File: src/rtl/dicm_pkg.sv
// Constants shared by the DMA channel interrupt mask and clear block.
// Assumes a 32-bit Avalon-MM byte address and one 125 MHz system clock.
package dicm_pkg;

  localparam int unsigned CHANNELS = 6;
  localparam int unsigned ADDR_W   = 32;
  localparam int unsigned DATA_W   = 32;
  localparam int unsigned BE_W     = 4;

  // Printed byte addresses of the registers.
  localparam logic [ADDR_W-1:0] ADDR_IRQ_STATUS       = 32'h5006_0304;
  localparam logic [ADDR_W-1:0] ADDR_IRQ_STATUS_CLEAR = 32'h5006_0308;
  localparam logic [ADDR_W-1:0] ADDR_IRQ_ENABLE_MASK  = 32'h5006_030c;
  localparam logic [ADDR_W-1:0] ADDR_IRQ_ENABLE_SET   = 32'h5006_0310;
  localparam logic [ADDR_W-1:0] ADDR_IRQ_ENABLE_CLEAR = 32'h5006_0314;

  // The channel bits sit in byte lane zero.
  localparam int unsigned CH_LSB       = 0;
  localparam int unsigned CH_LANE      = 0;

  localparam logic [CHANNELS-1:0] RST_PENDING = 6'h00;
  localparam logic [CHANNELS-1:0] RST_ENABLE  = 6'h00;
  localparam logic [DATA_W-1:0]   READ_ZERO   = 32'h0000_0000;

endpackage

File: src/rtl/dicm_channel.sv
// One DMA channel's pending bit and interrupt enable bit.
// Assumes all strobes are one-cycle pulses from logic on the same clock.
`timescale 1ns/100ps
`default_nettype none

module dicm_channel (
  input  wire logic core_clk,
  input  wire logic arst_n,
  input  wire logic doneEvent,
  input  wire logic clearPending,
  input  wire logic writeMask,
  input  wire logic maskData,
  input  wire logic setEnable,
  input  wire logic clearEnable,
  output var  logic pending,
  output var  logic enable
);

  logic next_pending;
  logic next_enable;

  always_comb begin
    next_pending = pending;
    next_enable  = enable;
    // A completion arriving while software clears is kept.
    if (doneEvent) begin
      next_pending = 1'b1;
    end else if (clearPending) begin
      next_pending = 1'b0;
    end
    if (writeMask) begin
      next_enable = maskData;
    end else if (setEnable) begin
      next_enable = 1'b1;
    end else if (clearEnable) begin
      next_enable = 1'b0;
    end
  end

  always_ff @(posedge core_clk or negedge arst_n) begin
    if (!arst_n) begin
      pending <= dicm_pkg::RST_PENDING[0];
      enable  <= dicm_pkg::RST_ENABLE[0];
    end else begin
      pending <= next_pending;
      enable  <= next_enable;
    end
  end

  AST_PEND_SET: assert property (
    @(posedge core_clk) disable iff (!arst_n)
    doneEvent |=> pending)
    else $error("Pending bit not set after completion event.");

  AST_PEND_CLEAR: assert property (
    @(posedge core_clk) disable iff (!arst_n)
    (clearPending && !doneEvent) |=> !pending)
    else $error("Pending bit not cleared by a one written to clear port.");

  AST_PEND_HOLD: assert property (
    @(posedge core_clk) disable iff (!arst_n)
    (!clearPending && !doneEvent) |=> (pending == $past(pending)))
    else $error("Pending bit changed without event or clear.");

  AST_EN_WRITE: assert property (
    @(posedge core_clk) disable iff (!arst_n)
    writeMask |=> (enable == $past(maskData)))
    else $error("Enable bit does not follow the mask write.");

  AST_EN_SET: assert property (
    @(posedge core_clk) disable iff (!arst_n)
    (setEnable && !writeMask) |=> enable)
    else $error("Enable bit not set by set port.");

  AST_EN_CLEAR: assert property (
    @(posedge core_clk) disable iff (!arst_n)
    (clearEnable && !writeMask && !setEnable) |=> !enable)
    else $error("Enable bit not cleared by clear port.");

  AST_EN_HOLD: assert property (
    @(posedge core_clk) disable iff (!arst_n)
    (!writeMask && !setEnable && !clearEnable) |=> $stable(enable))
    else $error("Enable bit changed without a write.");

endmodule // dicm_channel

`default_nettype wire

File: src/rtl/dicm_irq_mask_clear.sv
// DMA channel interrupt bookkeeping behind an Avalon-MM slave.
// Assumes doneEvent pulses come from the DMA engine on core_clk.
//
// Notes on behaviour
// - Each of channels 0 to 5 keeps a readable pending bit, 1 when set.
// - Writing 1 to a clear-port bit clears that pending bit unless a completion arrives in the same cycle; 0 does nothing.
// - The enable mask bits 0 to 5 are read/write, 1 enables, reset 0.
// - Writing 1 to a set-enable bit sets that enable; zeros change nothing.
// - Writing 1 to a clear-enable bit clears that enable; zeros do nothing.
// - The set-enable and clear-enable ports always read as zero.
// - The status-clear port always reads as zero.
`timescale 1ns/100ps
`default_nettype none

module dicm_irq_mask_clear (
  input  wire logic                          core_clk,
  input  wire logic                          arst_n,
  input  wire logic [dicm_pkg::CHANNELS-1:0] doneEvent,
  input  wire logic [dicm_pkg::ADDR_W-1:0]   address,
  input  wire logic                          read,
  input  wire logic                          write,
  input  wire logic [dicm_pkg::BE_W-1:0]     byteenable,
  input  wire logic [dicm_pkg::DATA_W-1:0]   writedata,
  output var  logic [dicm_pkg::DATA_W-1:0]   readdata,
  output var  logic                          waitrequest,
  output var  logic                          dmaIrq
);

  logic [dicm_pkg::CHANNELS-1:0] pending;
  logic [dicm_pkg::CHANNELS-1:0] enable;
  logic [dicm_pkg::CHANNELS-1:0] clearPending;
  logic [dicm_pkg::CHANNELS-1:0] setEnable;
  logic [dicm_pkg::CHANNELS-1:0] clearEnable;
  logic [dicm_pkg::CHANNELS-1:0] maskData;
  logic                          writeMask;
  logic                          ackPhase;
  logic                          next_ackPhase;
  logic [dicm_pkg::DATA_W-1:0]   next_readdata;
  logic                          next_dmaIrq;
  logic                          writeTaken;
  logic                          laneOn;

  // Every access takes two edges: the first registers the read data, the
  // second completes it. This trades one cycle for a flopped readdata.
  assign waitrequest = (read || write) && !ackPhase;
  assign writeTaken  = write && ackPhase;
  assign laneOn      = byteenable[dicm_pkg::CH_LANE];

  assign maskData = writedata[dicm_pkg::CH_LSB +: dicm_pkg::CHANNELS];

  always_comb begin
    next_ackPhase = (read || write) && !ackPhase;
    next_readdata = dicm_pkg::READ_ZERO;
    next_dmaIrq   = |(pending & enable);
    clearPending  = '0;
    setEnable     = '0;
    clearEnable   = '0;
    writeMask     = 1'b0;
    if (read && !ackPhase) begin
      case (address)
        dicm_pkg::ADDR_IRQ_STATUS: begin
          next_readdata[dicm_pkg::CH_LSB +: dicm_pkg::CHANNELS] =
            pending;
        end
        dicm_pkg::ADDR_IRQ_ENABLE_MASK: begin
          next_readdata[dicm_pkg::CH_LSB +: dicm_pkg::CHANNELS] =
            enable;
        end
        default: begin
          // Clear, set and clear-enable ports hold no state to show.
          next_readdata = dicm_pkg::READ_ZERO;
        end
      endcase
    end
    if (writeTaken && laneOn) begin
      case (address)
        dicm_pkg::ADDR_IRQ_STATUS_CLEAR: begin
          clearPending = maskData;
        end
        dicm_pkg::ADDR_IRQ_ENABLE_MASK: begin
          writeMask = 1'b1;
        end
        dicm_pkg::ADDR_IRQ_ENABLE_SET: begin
          setEnable = maskData;
        end
        dicm_pkg::ADDR_IRQ_ENABLE_CLEAR: begin
          clearEnable = maskData;
        end
        default: begin
          // Unmapped writes are dropped silently.
          writeMask = 1'b0;
        end
      endcase
    end
  end

  always_ff @(posedge core_clk or negedge arst_n) begin
    if (!arst_n) begin
      ackPhase <= 1'b0;
      readdata <= dicm_pkg::READ_ZERO;
      dmaIrq   <= 1'b0;
    end else begin
      ackPhase <= next_ackPhase;
      readdata <= next_readdata;
      dmaIrq   <= next_dmaIrq;
    end
  end

  genvar ch;
  generate
    for (ch = 0; ch < dicm_pkg::CHANNELS; ch++) begin : gChannel
      dicm_channel uChannel (
        .core_clk     (core_clk),
        .arst_n       (arst_n),
        .doneEvent    (doneEvent[ch]),
        .clearPending (clearPending[ch]),
        .writeMask    (writeMask),
        .maskData     (maskData[ch]),
        .setEnable    (setEnable[ch]),
        .clearEnable  (clearEnable[ch]),
        .pending      (pending[ch]),
        .enable       (enable[ch])
      );
    end
  endgenerate

  AST_IRQ_LEVEL: assert property (
    @(posedge core_clk) disable iff (!arst_n)
    ##1 (dmaIrq == $past(|(pending & enable))))
    else $error("Interrupt output disagrees with pending and enable.");

  AST_READ_SETCLR_ZERO: assert property (
    @(posedge core_clk) disable iff (!arst_n)
    (read && !waitrequest && (address == dicm_pkg::ADDR_IRQ_ENABLE_SET ||
      address == dicm_pkg::ADDR_IRQ_ENABLE_CLEAR)) |-> (readdata == '0))
    else $error("Set or clear enable port read nonzero.");

  AST_READ_CLEAR_ZERO: assert property (
    @(posedge core_clk) disable iff (!arst_n)
    (read && !waitrequest && address == dicm_pkg::ADDR_IRQ_STATUS_CLEAR)
      |-> (readdata == '0))
    else $error("Status clear port read nonzero.");

  AST_READ_MASK: assert property (
    @(posedge core_clk) disable iff (!arst_n)
    (read && waitrequest && address == dicm_pkg::ADDR_IRQ_ENABLE_MASK)
      |=> (!waitrequest && readdata[dicm_pkg::CHANNELS-1:0] ==
           $past(enable)))
    else $error("Enable mask read wrong or late.");

  AST_READ_STATUS: assert property (
    @(posedge core_clk) disable iff (!arst_n)
    (read && waitrequest && address == dicm_pkg::ADDR_IRQ_STATUS)
      |=> (readdata[dicm_pkg::CHANNELS-1:0] == $past(pending)))
    else $error("Pending status read wrong.");

  // Write checks look at the registers one edge after the accepted beat.
  AST_CLEAR_ONES: assert property (
    @(posedge core_clk) disable iff (!arst_n)
    (write && !waitrequest && laneOn &&
      address == dicm_pkg::ADDR_IRQ_STATUS_CLEAR)
      |=> ((pending & $past(maskData)) ==
           ($past(doneEvent) & $past(maskData))))
    else $error("Pending bit survived a one written to the clear port.");

  AST_CLEAR_ZEROS: assert property (
    @(posedge core_clk) disable iff (!arst_n)
    (write && !waitrequest && laneOn &&
      address == dicm_pkg::ADDR_IRQ_STATUS_CLEAR)
      |=> ((pending & ~$past(maskData)) ==
           (($past(pending) | $past(doneEvent)) & ~$past(maskData))))
    else $error("Clear port write disturbed a bit written as zero.");

  AST_MASK_WHOLE: assert property (
    @(posedge core_clk) disable iff (!arst_n)
    (write && !waitrequest && laneOn &&
      address == dicm_pkg::ADDR_IRQ_ENABLE_MASK)
      |=> (enable == $past(maskData)))
    else $error("Enable mask does not hold the value written.");

  AST_LANE_OFF: assert property (
    @(posedge core_clk) disable iff (!arst_n)
    (write && !waitrequest && !laneOn)
      |=> (enable == $past(enable)))
    else $error("Write with lane zero disabled changed the enables.");

  AST_SET_ONES: assert property (
    @(posedge core_clk) disable iff (!arst_n)
    (write && !waitrequest && laneOn &&
      address == dicm_pkg::ADDR_IRQ_ENABLE_SET)
      |=> ((enable & $past(maskData)) == $past(maskData)))
    else $error("Set port write left an enable bit low.");

  AST_SET_ZEROS: assert property (
    @(posedge core_clk) disable iff (!arst_n)
    (write && !waitrequest && laneOn &&
      address == dicm_pkg::ADDR_IRQ_ENABLE_SET)
      |=> ((enable & ~$past(maskData)) ==
           ($past(enable) & ~$past(maskData))))
    else $error("Set port write disturbed a bit written as zero.");

  AST_ECLR_ONES: assert property (
    @(posedge core_clk) disable iff (!arst_n)
    (write && !waitrequest && laneOn &&
      address == dicm_pkg::ADDR_IRQ_ENABLE_CLEAR)
      |=> ((enable & $past(maskData)) == '0))
    else $error("Clear enable write left an enable bit high.");

  AST_ECLR_ZEROS: assert property (
    @(posedge core_clk) disable iff (!arst_n)
    (write && !waitrequest && laneOn &&
      address == dicm_pkg::ADDR_IRQ_ENABLE_CLEAR)
      |=> ((enable & ~$past(maskData)) ==
           ($past(enable) & ~$past(maskData))))
    else $error("Clear enable write disturbed a bit written as zero.");

  // The status word is read only, so only completions may move it.
  AST_STATUS_RO: assert property (
    @(posedge core_clk) disable iff (!arst_n)
    (write && !waitrequest && address == dicm_pkg::ADDR_IRQ_STATUS)
      |=> (pending == ($past(pending) | $past(doneEvent))))
    else $error("Write to the status word changed a pending bit.");

endmodule // dicm_irq_mask_clear

`default_nettype wire

File: config.mk
export PLATFORM = sky130hd
export DESIGN_NAME = dicm_irq_mask_clear
export DESIGN_NICKNAME = d
export VERILOG_FILES = /design/src/rtl/dicm_pkg.sv /design/src/rtl/dicm_channel.sv /design/src/rtl/dicm_irq_mask_clear.sv
export SDC_FILE = /design/constraint.sdc
export NUM_CORES = 1
export LEC_CHECK = 0
export BUFFER_PORTS_ARGS = -buffer_cell sky130_fd_sc_hd__clkbuf_2
export CAP_MARGIN = 10
export CORE_MARGIN = 2
export CORE_UTILIZATION = 35
export CTS_BUF_LIST = sky130_fd_sc_hd__clkbuf_4 sky130_fd_sc_hd__clkbuf_8 sky130_fd_sc_hd__clkbuf_16
export DETAILED_ROUTE_END_ITERATION = 16
export HOLD_SLACK_MARGIN = 0.1
export MAX_ROUTING_LAYER = met4
export PLACE_DENSITY = 0.74
export SETUP_SLACK_MARGIN = 0.4
export SLEW_MARGIN = 40
export SYNTH_ARGS = -nofsm -noshare
export SYNTH_HDL_FRONTEND = slang
export SYNTH_SLANG_ARGS = --single-unit
File: constraint.sdc
create_clock -name core_clk -period 1.2 [get_ports core_clk]
set_input_delay 0.06 -clock core_clk [delete_from_list [all_inputs] [get_ports core_clk]]
set_output_delay 0.06 -clock core_clk [all_outputs]
set_load 0.01 [all_outputs]
# After elaboration in Yosys (flattened, before gate mapping)
# Cells that the tools add are included.
# W data, S select, Z words.
[classes]
n_eq_ne = 5
mux = 40
n_bitwise = 1
n_reduce_logical = 19
[op_table]
columns = ["operator", "count"]
rows = [
  ["$eq A32 B31 Y1 const B", 5],
  ["$mux W6", 7],
  ["$mux W1", 32],
  ["$reduce_bool A3 Y1", 6],
  ["$pmux W6 S2", 1],
  ["$reduce_bool A2 Y1", 6],
  ["$and A6 B6 Y6", 1],
  ["$reduce_or A6 Y1", 1],
  ["$logic_and A1 B1 Y1", 4],
  ["$logic_not A1 Y1", 1],
  ["$logic_or A1 B1 Y1", 1],
]
[totals]
reg_bits = 20
in_bits = 78
wordCells = 80

# Logic depth before layout (Yosys ltp)
# Gate-level depths: netlist of the first run.
[depth]
ltp_word = 6
mapped_depth = 6
mapped_depth_nobuf = 4

# By module
# Synthesis of the first run repeated with hierarchy kept, for this count alone.
[unflattened]
hier_cells = 163
area_unflattened_um2 = 1539.0
[by_module_without_submodules]
columns = ["module", "instances", "cells_each", "area_per_inst_um2", "seq_area_each_um2"]
rows = [
  ["dicm_irq_mask_clear", 1, 115, 1043.5, 200.2],
  ["dicm_channel", 6, 8, 82.6, 50.0],
]

# Worst setup path after synthesis of the first run
# OpenSTA, ideal clock, no wires.
[synth_path]
path_type = "input-to-reg"
start = "in address[26] in the netlist's numbering"
end = "reg gChannel[1].uChannel.pending"
arrival_ns = 1.342
path_slack_ns = -0.260
stages = 5
path_buffers = 1
cell_sequence = "nor4b_4 -> nand4_2 -> buf_6 -> or4_1 -> a21o_1"
[synth_via]
elab_chain_len = 4
[synth_lines]
columns = ["item", "line_no", "source"]
rows = [
  ["start: declaration", "dicm_irq_mask_clear.sv:19", "input wire logic [dicm_pkg::ADDR_W-1:0] address,"],
  ["$eq A32 B31 Y1", "dicm_irq_mask_clear.sv:76", "case (address)"],
  ["$mux W6", "dicm_irq_mask_clear.sv:76", ""],
  ["$mux W6", "dicm_irq_mask_clear.sv:75", "if (writeTaken && laneOn) begin"],
  ["$reduce_bool A2 Y1 (no line)", "--", ""],
  ["end signal: assignment", "dicm_channel.sv:42", "pending <= dicm_pkg::RST_PENDING[0];"],
  ["end signal: assignment", "dicm_channel.sv:45", "pending <= next_pending;"],
  ["end: declaration", "dicm_channel.sv:15", "output var logic pending,"],
]
# Every way passes these cells.
# A chain may end at the register's enable or synchronous reset.

# Final worst setup path of the first run
[layout_path]
start = "reg ackPhase"
end = "reg gChannel[5].uChannel.enable"
[layout_via]
elab_chain_len = 5
word_cells_on_any_way = 8
classes_between = "mux: 5; reduce/logical: 3"
[layout_lines]
columns = ["item", "line_no", "source"]
rows = [
  ["start: declaration", "dicm_irq_mask_clear.sv:36", "logic ackPhase;"],
  ["start signal: assignment", "dicm_irq_mask_clear.sv:103", "ackPhase <= next_ackPhase;"],
  ["$logic_and A1 B1 Y1 (*)", "dicm_irq_mask_clear.sv:46", "assign writeTaken = write && ackPhase;"],
  ["$logic_and A1 B1 Y1 (*)", "dicm_irq_mask_clear.sv:75", ""],
  ["$mux W6", "dicm_irq_mask_clear.sv:75", ""],
  ["$mux W1", "dicm_channel.sv:33", "end else if (setEnable) begin"],
  ["$mux W1", "dicm_channel.sv:31", "if (writeMask) begin"],
  ["end signal: assignment", "dicm_channel.sv:43", "enable <= dicm_pkg::RST_ENABLE[0];"],
  ["end signal: assignment", "dicm_channel.sv:46", "enable <= next_enable;"],
  ["end: declaration", "dicm_channel.sv:16", "output var logic enable"],
]
# Every way passes the cells marked *; elsewhere a longest branch is shown, timed or not.

==> impl_metrics.py, run 1 <==
metrics = {
    "worst_setup_path": {
        "crit-reg2reg-launch": "ackPhase$_DFF_PN0_",
        "critical_path_required_ns": 1.33,
        "crit_type": "reg -> reg",
        "cp.arrival_ns": 1.52,
        "cpLargestDelayFamily": "simple AND/OR/NAND/NOR gates",
        "critical_path.max_stage_delay_ns": 0.41,
        "worst_r2r_endpoint": "gChannel[5].uChannel.enable$_DFFE_PN0P_",
        "crit_chain": "nand3_4, or3_4, o31ai_1, o21ai_1",
        "worst-r2r-setup-slack_ns": -0.18,
        "setup.worst_path.start_class": "flop",
        "critical_path.endpoint_type": "flop",
        "reg2regPathDepth": 4,
        "path_buf_inv": 0,
        "critical_path_peak_fanout": 6,
        "slowest_stage": "sky130_fd_sc_hd__dfrtp_2",
    },
    "sta": {
        "layout_worst_path_cycle_share": 1.15,
        "postLayoutSetupSlackWorst_ns": -0.183,
        "max_freq_ghz": 0.723,
        "grt_setup_unrepaired": "yes",
        "clock-skew-final_ns": 0.00251,
        "totalNegativeSetupSlack_ns": -1.55,
        "final-hold-violation-count": 0,
        "holdWs_ns": 0.0889,
        "setup_viol": 12,
        "layout_min_cycle_time_ns": 1.38,
        "final-max-slew-violation-count": 0,
    },
    "synthesis": {
        "yosysTopAreaCell": "sky130_fd_sc_hd__dfrtp_1",
        "yosys.area.top_type_share": 0.360,
        "synth-edff-count": 0,
        "post_synth_inst_count": 153,
        "synth.ff_latch_count": 20,
        "most_frequent_cell_after_synthesis": "sky130_fd_sc_hd__buf_4",
        "yosys-top-cells-count": "sky130_fd_sc_hd__buf_4, sky130_fd_sc_hd__dfrtp_1, sky130_fd_sc_hd__nand4_1",
        "yosysWarnings": 0,
        "synth.avg_cell_area_um2": 9.09,
        "ys.flop_type": "sky130_fd_sc_hd__dfrtp_1",
        "synth.cell_area_mm2": 0.00139,
        "synth_sequential_area_ratio": 0.360,
        "ys_async_sr_fraction": 1.00,
        "synth_cell_type_count": 32,
        "post_synth_main_area_contributors": "sky130_fd_sc_hd__dfrtp_1, sky130_fd_sc_hd__buf_4, sky130_fd_sc_hd__nand4_1, sky130_fd_sc_hd__nor4b_4, sky130_fd_sc_hd__a21o_1",
    },
    "pwr": {
        "p_sw_uw": 386,
        "share_clk_of_total_power": 0.335,
        "seq_pwr_share": 0.454,
        "irDropWorstVdd_mv": 0.314,
        "p_total_mw": 1.51,
        "cellPowerDensity_mw_per_mm2": 690,
        "power.switching_fraction": 0.256,
        "power.share.combinational": 0.211,
        "leakagePower_nw": 0.981,
        "p_int_mw": 1.12,
    },
    "clocking": {
        "cts.reportedPaths.clkPinSlew_ns": 0.07,
        "tritoncts": "yes",
        "clock_tree.root_cell": "sky130_fd_sc_hd__clkbuf_8",
        "max-clock-path-buffers": 2,
        "cts-hold-fix-buffers": 13,
        "sink_count": 20,
        "cts-htree-levels": 1,
        "clock_latency_ns": 0.25,
        "cts_inserted_buffers": 3,
    },
    "die": {
        "core_area_mm2": 0.00374,
        "fp-row-count": 22,
        "die_height_um": 67.1,
        "initial_utilization": 0.372,
        "io_pins": 112,
        "die_width_um": 67.1,
        "floorplan.die_area_mm2": 0.00450,
    },
    "final_layout": {
        "design.final.nets": 320,
        "multi_input_comb_area_um2": 942,
        "filler_cell_count": 336,
        "drive_gt1_frac": 0.490,
        "antennaDiodeCount": 0,
        "register_area_um2": 502,
        "final_cells": 289,
        "synthToLayoutAreaGrowth_pct": 57.1,
    },
    "place": {
        "port-buffer-count": 56,
        "numPlacedInstances": 265,
        "hpwlAfterDp_um": 2660,
        "finalWeightedCongestion": 0.876,
        "worst_setup_timing_slack_at_the_placement_stage_ns": -0.424,
    },
    "drt": {
        "drt_iter0_drc": 49,
        "final_antenna_net_count": 0,
        "routed_wire_per_std_cell_um": 13.5,
        "drc_violations": 0,
        "drtPass1Iterations": 4,
        "route.vias.total": 1457,
        "detail_route.wirelength_um": 3900,
        "route.met2.wl_um": 2030,
        "maxUsedRoutingLayer": "met4",
        "viasPerCell": 5.04,
        "met3_wirelength_um": 273,
        "detail_route.wirelength.met1_um": 1520,
    },
    "status": {
        "violations": "setup timing",
        "run_status": "finished with violations",
    },
    "grt": {
        "grt_pass1_wl_um": 6000,
        "antenna_violations_before_repair": 0,
        "grt_max_degree": 21,
        "globalRoute.totalOverflow": 0,
        "global_route.usage.total": 0.179,
        "grt_pass1_vias": 1400,
    },
    "hold_path": {
        "min_to": "readdata[1]$_DFF_PN0_",
        "tightest_hold_check_type": "in -> reg",
        "min-delay-start": "read",
        "hold-path-cell-count": 3,
    },
    "run": {
        "drv_cap": 0,
    },
}
-- worst max-delay path by stage --
| stage | from | end | slack (ns) | cells past startpoint |
|---|---|---|---|---|
| after floorplan | address[11] | gChannel[1].uChannel.pending$_DFFE_PN0P_ | -0.17 | 4 |
| after global placement | address[26] | gChannel[1].uChannel.pending$_DFFE_PN0P_ | -0.37 | 6 |
| after detailed placement | address[26] | gChannel[4].uChannel.pending$_DFFE_PN0P_ | -0.42 | 6 |
| after CTS | ackPhase$_DFF_PN0_ | gChannel[5].uChannel.enable$_DFFE_PN0P_ | -0.14 | 4 |
| after global routing | ackPhase$_DFF_PN0_ | gChannel[2].uChannel.enable$_DFFE_PN0P_ | -0.22 | 4 |
| final | ackPhase$_DFF_PN0_ | gChannel[5].uChannel.enable$_DFFE_PN0P_ | -0.18 | 4 |
-- metrics by stage --
step	area (µm²)	util
after floorplan	1590	-
after global placement	1790	0.479
after detailed placement	1790	0.479
after CTS	2090	0.559
after global routing	2190	0.584
final	2190	0.584
-- power by group through the flow --
stage	combinational, mW	sequential, mW	clock (mW)
5_1_grt	0.348	0.685	0.539
4_1_cts	0.300	0.681	0.519
3_5_place_dp	0.240	0.694	0
3_3_place_gp	0.238	0.693	0
6_report	0.318	0.685	0.506
2_1_floorplan	0.155	0.693	0
-- worst register-to-register path, cell delays in order (launching register included) --
cell and delay, ns:
sky130_fd_sc_hd__dfrtp_2 0.41, sky130_fd_sc_hd__nand3_4 0.12, sky130_fd_sc_hd__or3_4 0.40, sky130_fd_sc_hd__o31ai_1 0.23, sky130_fd_sc_hd__o21ai_1 0.11
-- logic make-up (layout without fill, tap and decap cells) --
| kind of cell | count (synthesis) | count (layout) | share of synthesized area |
|---|---|---|---|
| AO/OA/AOI/OAI | 28 | 28 | 0.128 |
| buffers and inverters | 40 | 101 | 0.184 |
| flip-flops | 20 | 20 | 0.360 |
| other | 1 | 26 | 0.00270 |
| AND/OR/NAND/NOR | 64 | 66 | 0.326 |
-- layer usage --
metal	vias to the layer above	global-route usage
met5	-	-
met2	76	0.307
li1	711	-
met4	0	0.105
met1	658	0.200
met3	12	0.0203
-- area by class of cell --
type | instances | share of cell area
multi-input cells | 120 | 0.431
flip-flops and latches | 20 | 0.230
repair buffers | 91 | 0.276
inverters | 6 | 0.0103
clock buffers | 4 | 0.0252
well taps | 48 | 0.0275
-- registers in the layout (all words and copies together) (netlist names) --
signal                     flops
gChannel.uChannel.enable       6
readdata                       6
ackPhase                       1
gChannel.uChannel.pending      6
dmaIrq                         1
-- placed cells by master, fill, tap and decap left out, drive strengths merged --
master / instances
nand2: 7
and3: 1
o31ai: 6
nand2b: 1
nor3: 1
conb: 26
inv: 6
clkbuf: 52
dfrtp: 20
a21o: 6
and4: 3
dlygate4sd3: 13
or3: 3
o21ai: 6
nor2: 4
or3b: 1
or4: 6
nor4b: 2
nor4: 8
nand4: 20
nor3b: 2
buf: 30
nand3b: 1
nor4bb: 2
a21oi: 7
a22oi: 3
nand3: 4
-- timing repair --
item	in CTS	in global routing
setup endpoints to repair	24	27
gates cloned	1	1
pin swaps	12	3
buffers inserted	3	2
gates resized for setup	16	21
endpoints found under the hold margin	38	1
(Power assumes the default switching activity.)
==> inputs of run 2 (changes only) <==
--- a/config.mk
+++ b/config.mk
@@ -8,12 +8,13 @@
 export BUFFER_PORTS_ARGS = -buffer_cell sky130_fd_sc_hd__clkbuf_2
 export CAP_MARGIN = 10
 export CORE_MARGIN = 2
-export CORE_UTILIZATION = 35
+export CORE_UTILIZATION = 42
 export CTS_BUF_LIST = sky130_fd_sc_hd__clkbuf_4 sky130_fd_sc_hd__clkbuf_8 sky130_fd_sc_hd__clkbuf_16
 export DETAILED_ROUTE_END_ITERATION = 16
+export GPL_ROUTABILITY_DRIVEN = 1
 export HOLD_SLACK_MARGIN = 0.1
 export MAX_ROUTING_LAYER = met4
-export PLACE_DENSITY = 0.74
+export PLACE_DENSITY = 0.83
 export SETUP_SLACK_MARGIN = 0.4
 export SLEW_MARGIN = 40
 export SYNTH_ARGS = -nofsm -noshare
==> constraint.sdc (replaced) <==
create_clock -name core_clk -period 1.78 [get_ports core_clk]
set_input_delay 0.089 -clock core_clk [delete_from_list [all_inputs] [get_ports core_clk]]
set_output_delay 0.089 -clock core_clk [all_outputs]
set_load 0.01 [all_outputs]
==> run 2 against run 1 <==
  * The run now ends clean
  * Sequential share of layout area increased by 2.1 points
  * Critical path type is now in -> reg
  * Die area down 16%
  * Clock-buffer cell count is 1 lower
  * Setup slack gained 0.57 ns
==> impl_metrics.py, run 2 (synthesis gave the netlist of run 1 again) <==
metrics = {
    "status": {
        "run_status": "complete, no violations",
    },
    "sta": {
        "final-hold-violation-count": 0,
        "layout_min_cycle_time_ns": 1.39,
        "worst_slew_margin_rel": 0.663,
        "grt_setup_unrepaired": "yes",
        "postLayoutSetupSlackWorst_ns": 0.387,
        "max_freq_ghz": 0.718,
        "setup_viol": 0,
        "layout_worst_path_cycle_share": 0.783,
        "totalNegativeSetupSlack_ns": 0,
        "holdWs_ns": 0.275,
        "tightest_slew_ns": 0.505,
        "final-max-slew-violation-count": 0,
        "clock-skew-final_ns": 0.00310,
    },
    "drt": {
        "route.vias.total": 1449,
        "drc_violations": 0,
        "final_antenna_net_count": 0,
        "routed_wire_per_std_cell_um": 13.5,
        "detail_route.wirelength_um": 3670,
        "viasPerCell": 5.35,
        "drt_iter0_drc": 55,
        "drtPass1Iterations": 4,
    },
    "clocking": {
        "cts-htree-levels": 1,
        "clock_latency_ns": 0.29,
        "cts.reportedPaths.clkPinSlew_ns": 0.10,
        "sink_count": 20,
        "clock_tree.root_cell": "sky130_fd_sc_hd__clkbuf_4",
        "cts_inserted_buffers": 3,
        "max-clock-path-buffers": 2,
        "tritoncts": "yes",
    },
    "place": {
        "worst_setup_timing_slack_at_the_placement_stage_ns": 0.108,
        "port-buffer-count": 56,
        "finalWeightedCongestion": 0.844,
        "hpwlAfterDp_um": 2440,
    },
    "grt": {
        "grt_pass1_vias": 1233,
        "global_route.usage.total": 0.188,
        "grt_max_degree": 21,
        "globalRoute.totalOverflow": 0,
        "grt_pass1_wl_um": 5200,
        "antenna_violations_before_repair": 0,
    },
    "worst_setup_path": {
        "crit-reg2reg-launch": "ackPhase$_DFF_PN0_",
        "cp.arrival_ns": 1.58,
        "setup.worst_path.start_class": "primary input",
        "critical_path.endpoint_type": "flop",
        "critical_path_peak_fanout": 8,
        "worst-r2r-setup-slack_ns": 0.39,
        "reg2regPathDepth": 4,
        "crit_type": "in -> reg",
        "worst_r2r_endpoint": "gChannel[3].uChannel.enable$_DFFE_PN0P_",
        "critical_path_required_ns": 1.97,
    },
    "run": {
        "drv_cap": 0,
    },
    "die": {
        "core_area_mm2": 0.00310,
        "die_width_um": 61.6,
        "io_pins": 112,
        "fp-row-count": 20,
        "die_height_um": 61.6,
        "floorplan.die_area_mm2": 0.00379,
        "initial_utilization": 0.448,
    },
    "pwr": {
        "cellPowerDensity_mw_per_mm2": 429,
        "p_total_uw": 860,
        "irDropWorstVdd_mv": 0.237,
        "leakagePower_nw": 0.878,
    },
    "final_layout": {
        "antennaDiodeCount": 0,
        "drive_gt1_frac": 0.432,
        "layout.cells.most_common_list": "sky130_fd_sc_hd__clkbuf_2, sky130_fd_sc_hd__conb_1, sky130_fd_sc_hd__nand4_1, sky130_fd_sc_hd__dfrtp_1, sky130_fd_sc_hd__dlygate4sd3_1",
        "filler_cell_count": 249,
        "post-route-util": 0.646,
        "design.final.nets": 307,
        "synthToLayoutAreaGrowth_pct": 44.2,
        "most_frequent_standard_cell_in_the_layout_excluding_fill_and_tap_cells": "sky130_fd_sc_hd__clkbuf_2",
        "largest_registers": "gChannel.uChannel.enable (6), gChannel.uChannel.pending (6), readdata (6)",
    },
    "hold_path": {
        "tightest_hold_check_type": "in -> async",
    },
}
==> run 2: cell count changes in the layout (fill, tap and decap cells not counted), moves of 4 or more <==
| cell | previous run | this run |
|---|---|---|
| sky130_fd_sc_hd__buf_4 | 20 | 7 |
| sky130_fd_sc_hd__clkbuf_2 | 48 | 55 |
| sky130_fd_sc_hd__o31ai_1 | 4 | 0 |
| sky130_fd_sc_hd__buf_2 | 6 | 0 |
| sky130_fd_sc_hd__clkbuf_8 | 4 | 0 |
==> run 2: critical path, cell delays in order <==
cell                       delay [ns]
sky130_fd_sc_hd__clkbuf_2        0.10
sky130_fd_sc_hd__nor4_4          0.34
sky130_fd_sc_hd__nand4_2         0.29
sky130_fd_sc_hd__or4_1           0.57
sky130_fd_sc_hd__a21o_1          0.19
==> run 2: worst max-delay path by stage <==
stage                       start                                        to  slack (ns)  cells past startpoint
3_3_place_gp          address[11]  gChannel[2].uChannel.pending$_DFFE_PN0P_         0.1                      6
3_5_place_dp          address[11]  gChannel[2].uChannel.pending$_DFFE_PN0P_        0.11                      6
4_1_cts        ackPhase$_DFF_PN0_   gChannel[4].uChannel.enable$_DFFE_PN0P_        0.41                      4
6_report              address[23]  gChannel[0].uChannel.pending$_DFFE_PN0P_        0.39                      5
2_1_floorplan         address[11]  gChannel[1].uChannel.pending$_DFFE_PN0P_        0.38                      4
5_1_grt        ackPhase$_DFF_PN0_   gChannel[4].uChannel.enable$_DFFE_PN0P_        0.34                      4
==> run 2: area by class of cell <==
cell class                 count  area [µm²]  share of cell area
multi-input combinational    119         895               0.446
sequential                    20         502               0.250
timing repair buffer          79         509               0.254
clock buffer                   3        22.5              0.0112
inverter                       6        22.5              0.0112
tap                           44        55.1              0.0274
==> run 2: through the flow <==
stage                     area [µm²]  cells
after floorplan                 1540    178
after global placement          1690    249
after detailed placement        1690    249
after CTS                       1920    270
after global routing            2010    271
final                           2010    271
==> run 2: timing repair <==
| item | in CTS | in global routing |
|---|---|---|
| buffers inserted | 3 | 0 |
| hold buffers | 15 | 0 |
| cloned | 0 | 1 |
| pin swaps | 1 | 7 |
| resized for setup | 6 | 17 |
| hold endpoints to repair | 33 | 0 |
| setup endpoints to repair | 12 | 13 |
==> run 2: layer usage <==
metal,vias up,wire length [µm],part of all wire,GRT usage
met4,0,55,0.015,0.0821
met2,92,1930,0.53,0.319
met1,672,1420,0.39,0.224
met3,7,262,0.071,0.0189
met5,-,0,0,-
li1,678,-,-,-
==> run 2: where the power goes <==
group	internal (mW)	switching [mW]	total [mW]
Sequential	0.457	0.00470	0.462
Clock	0.0787	0.125	0.204
Combinational	0.0914	0.102	0.194
Total	0.627	0.232	0.860
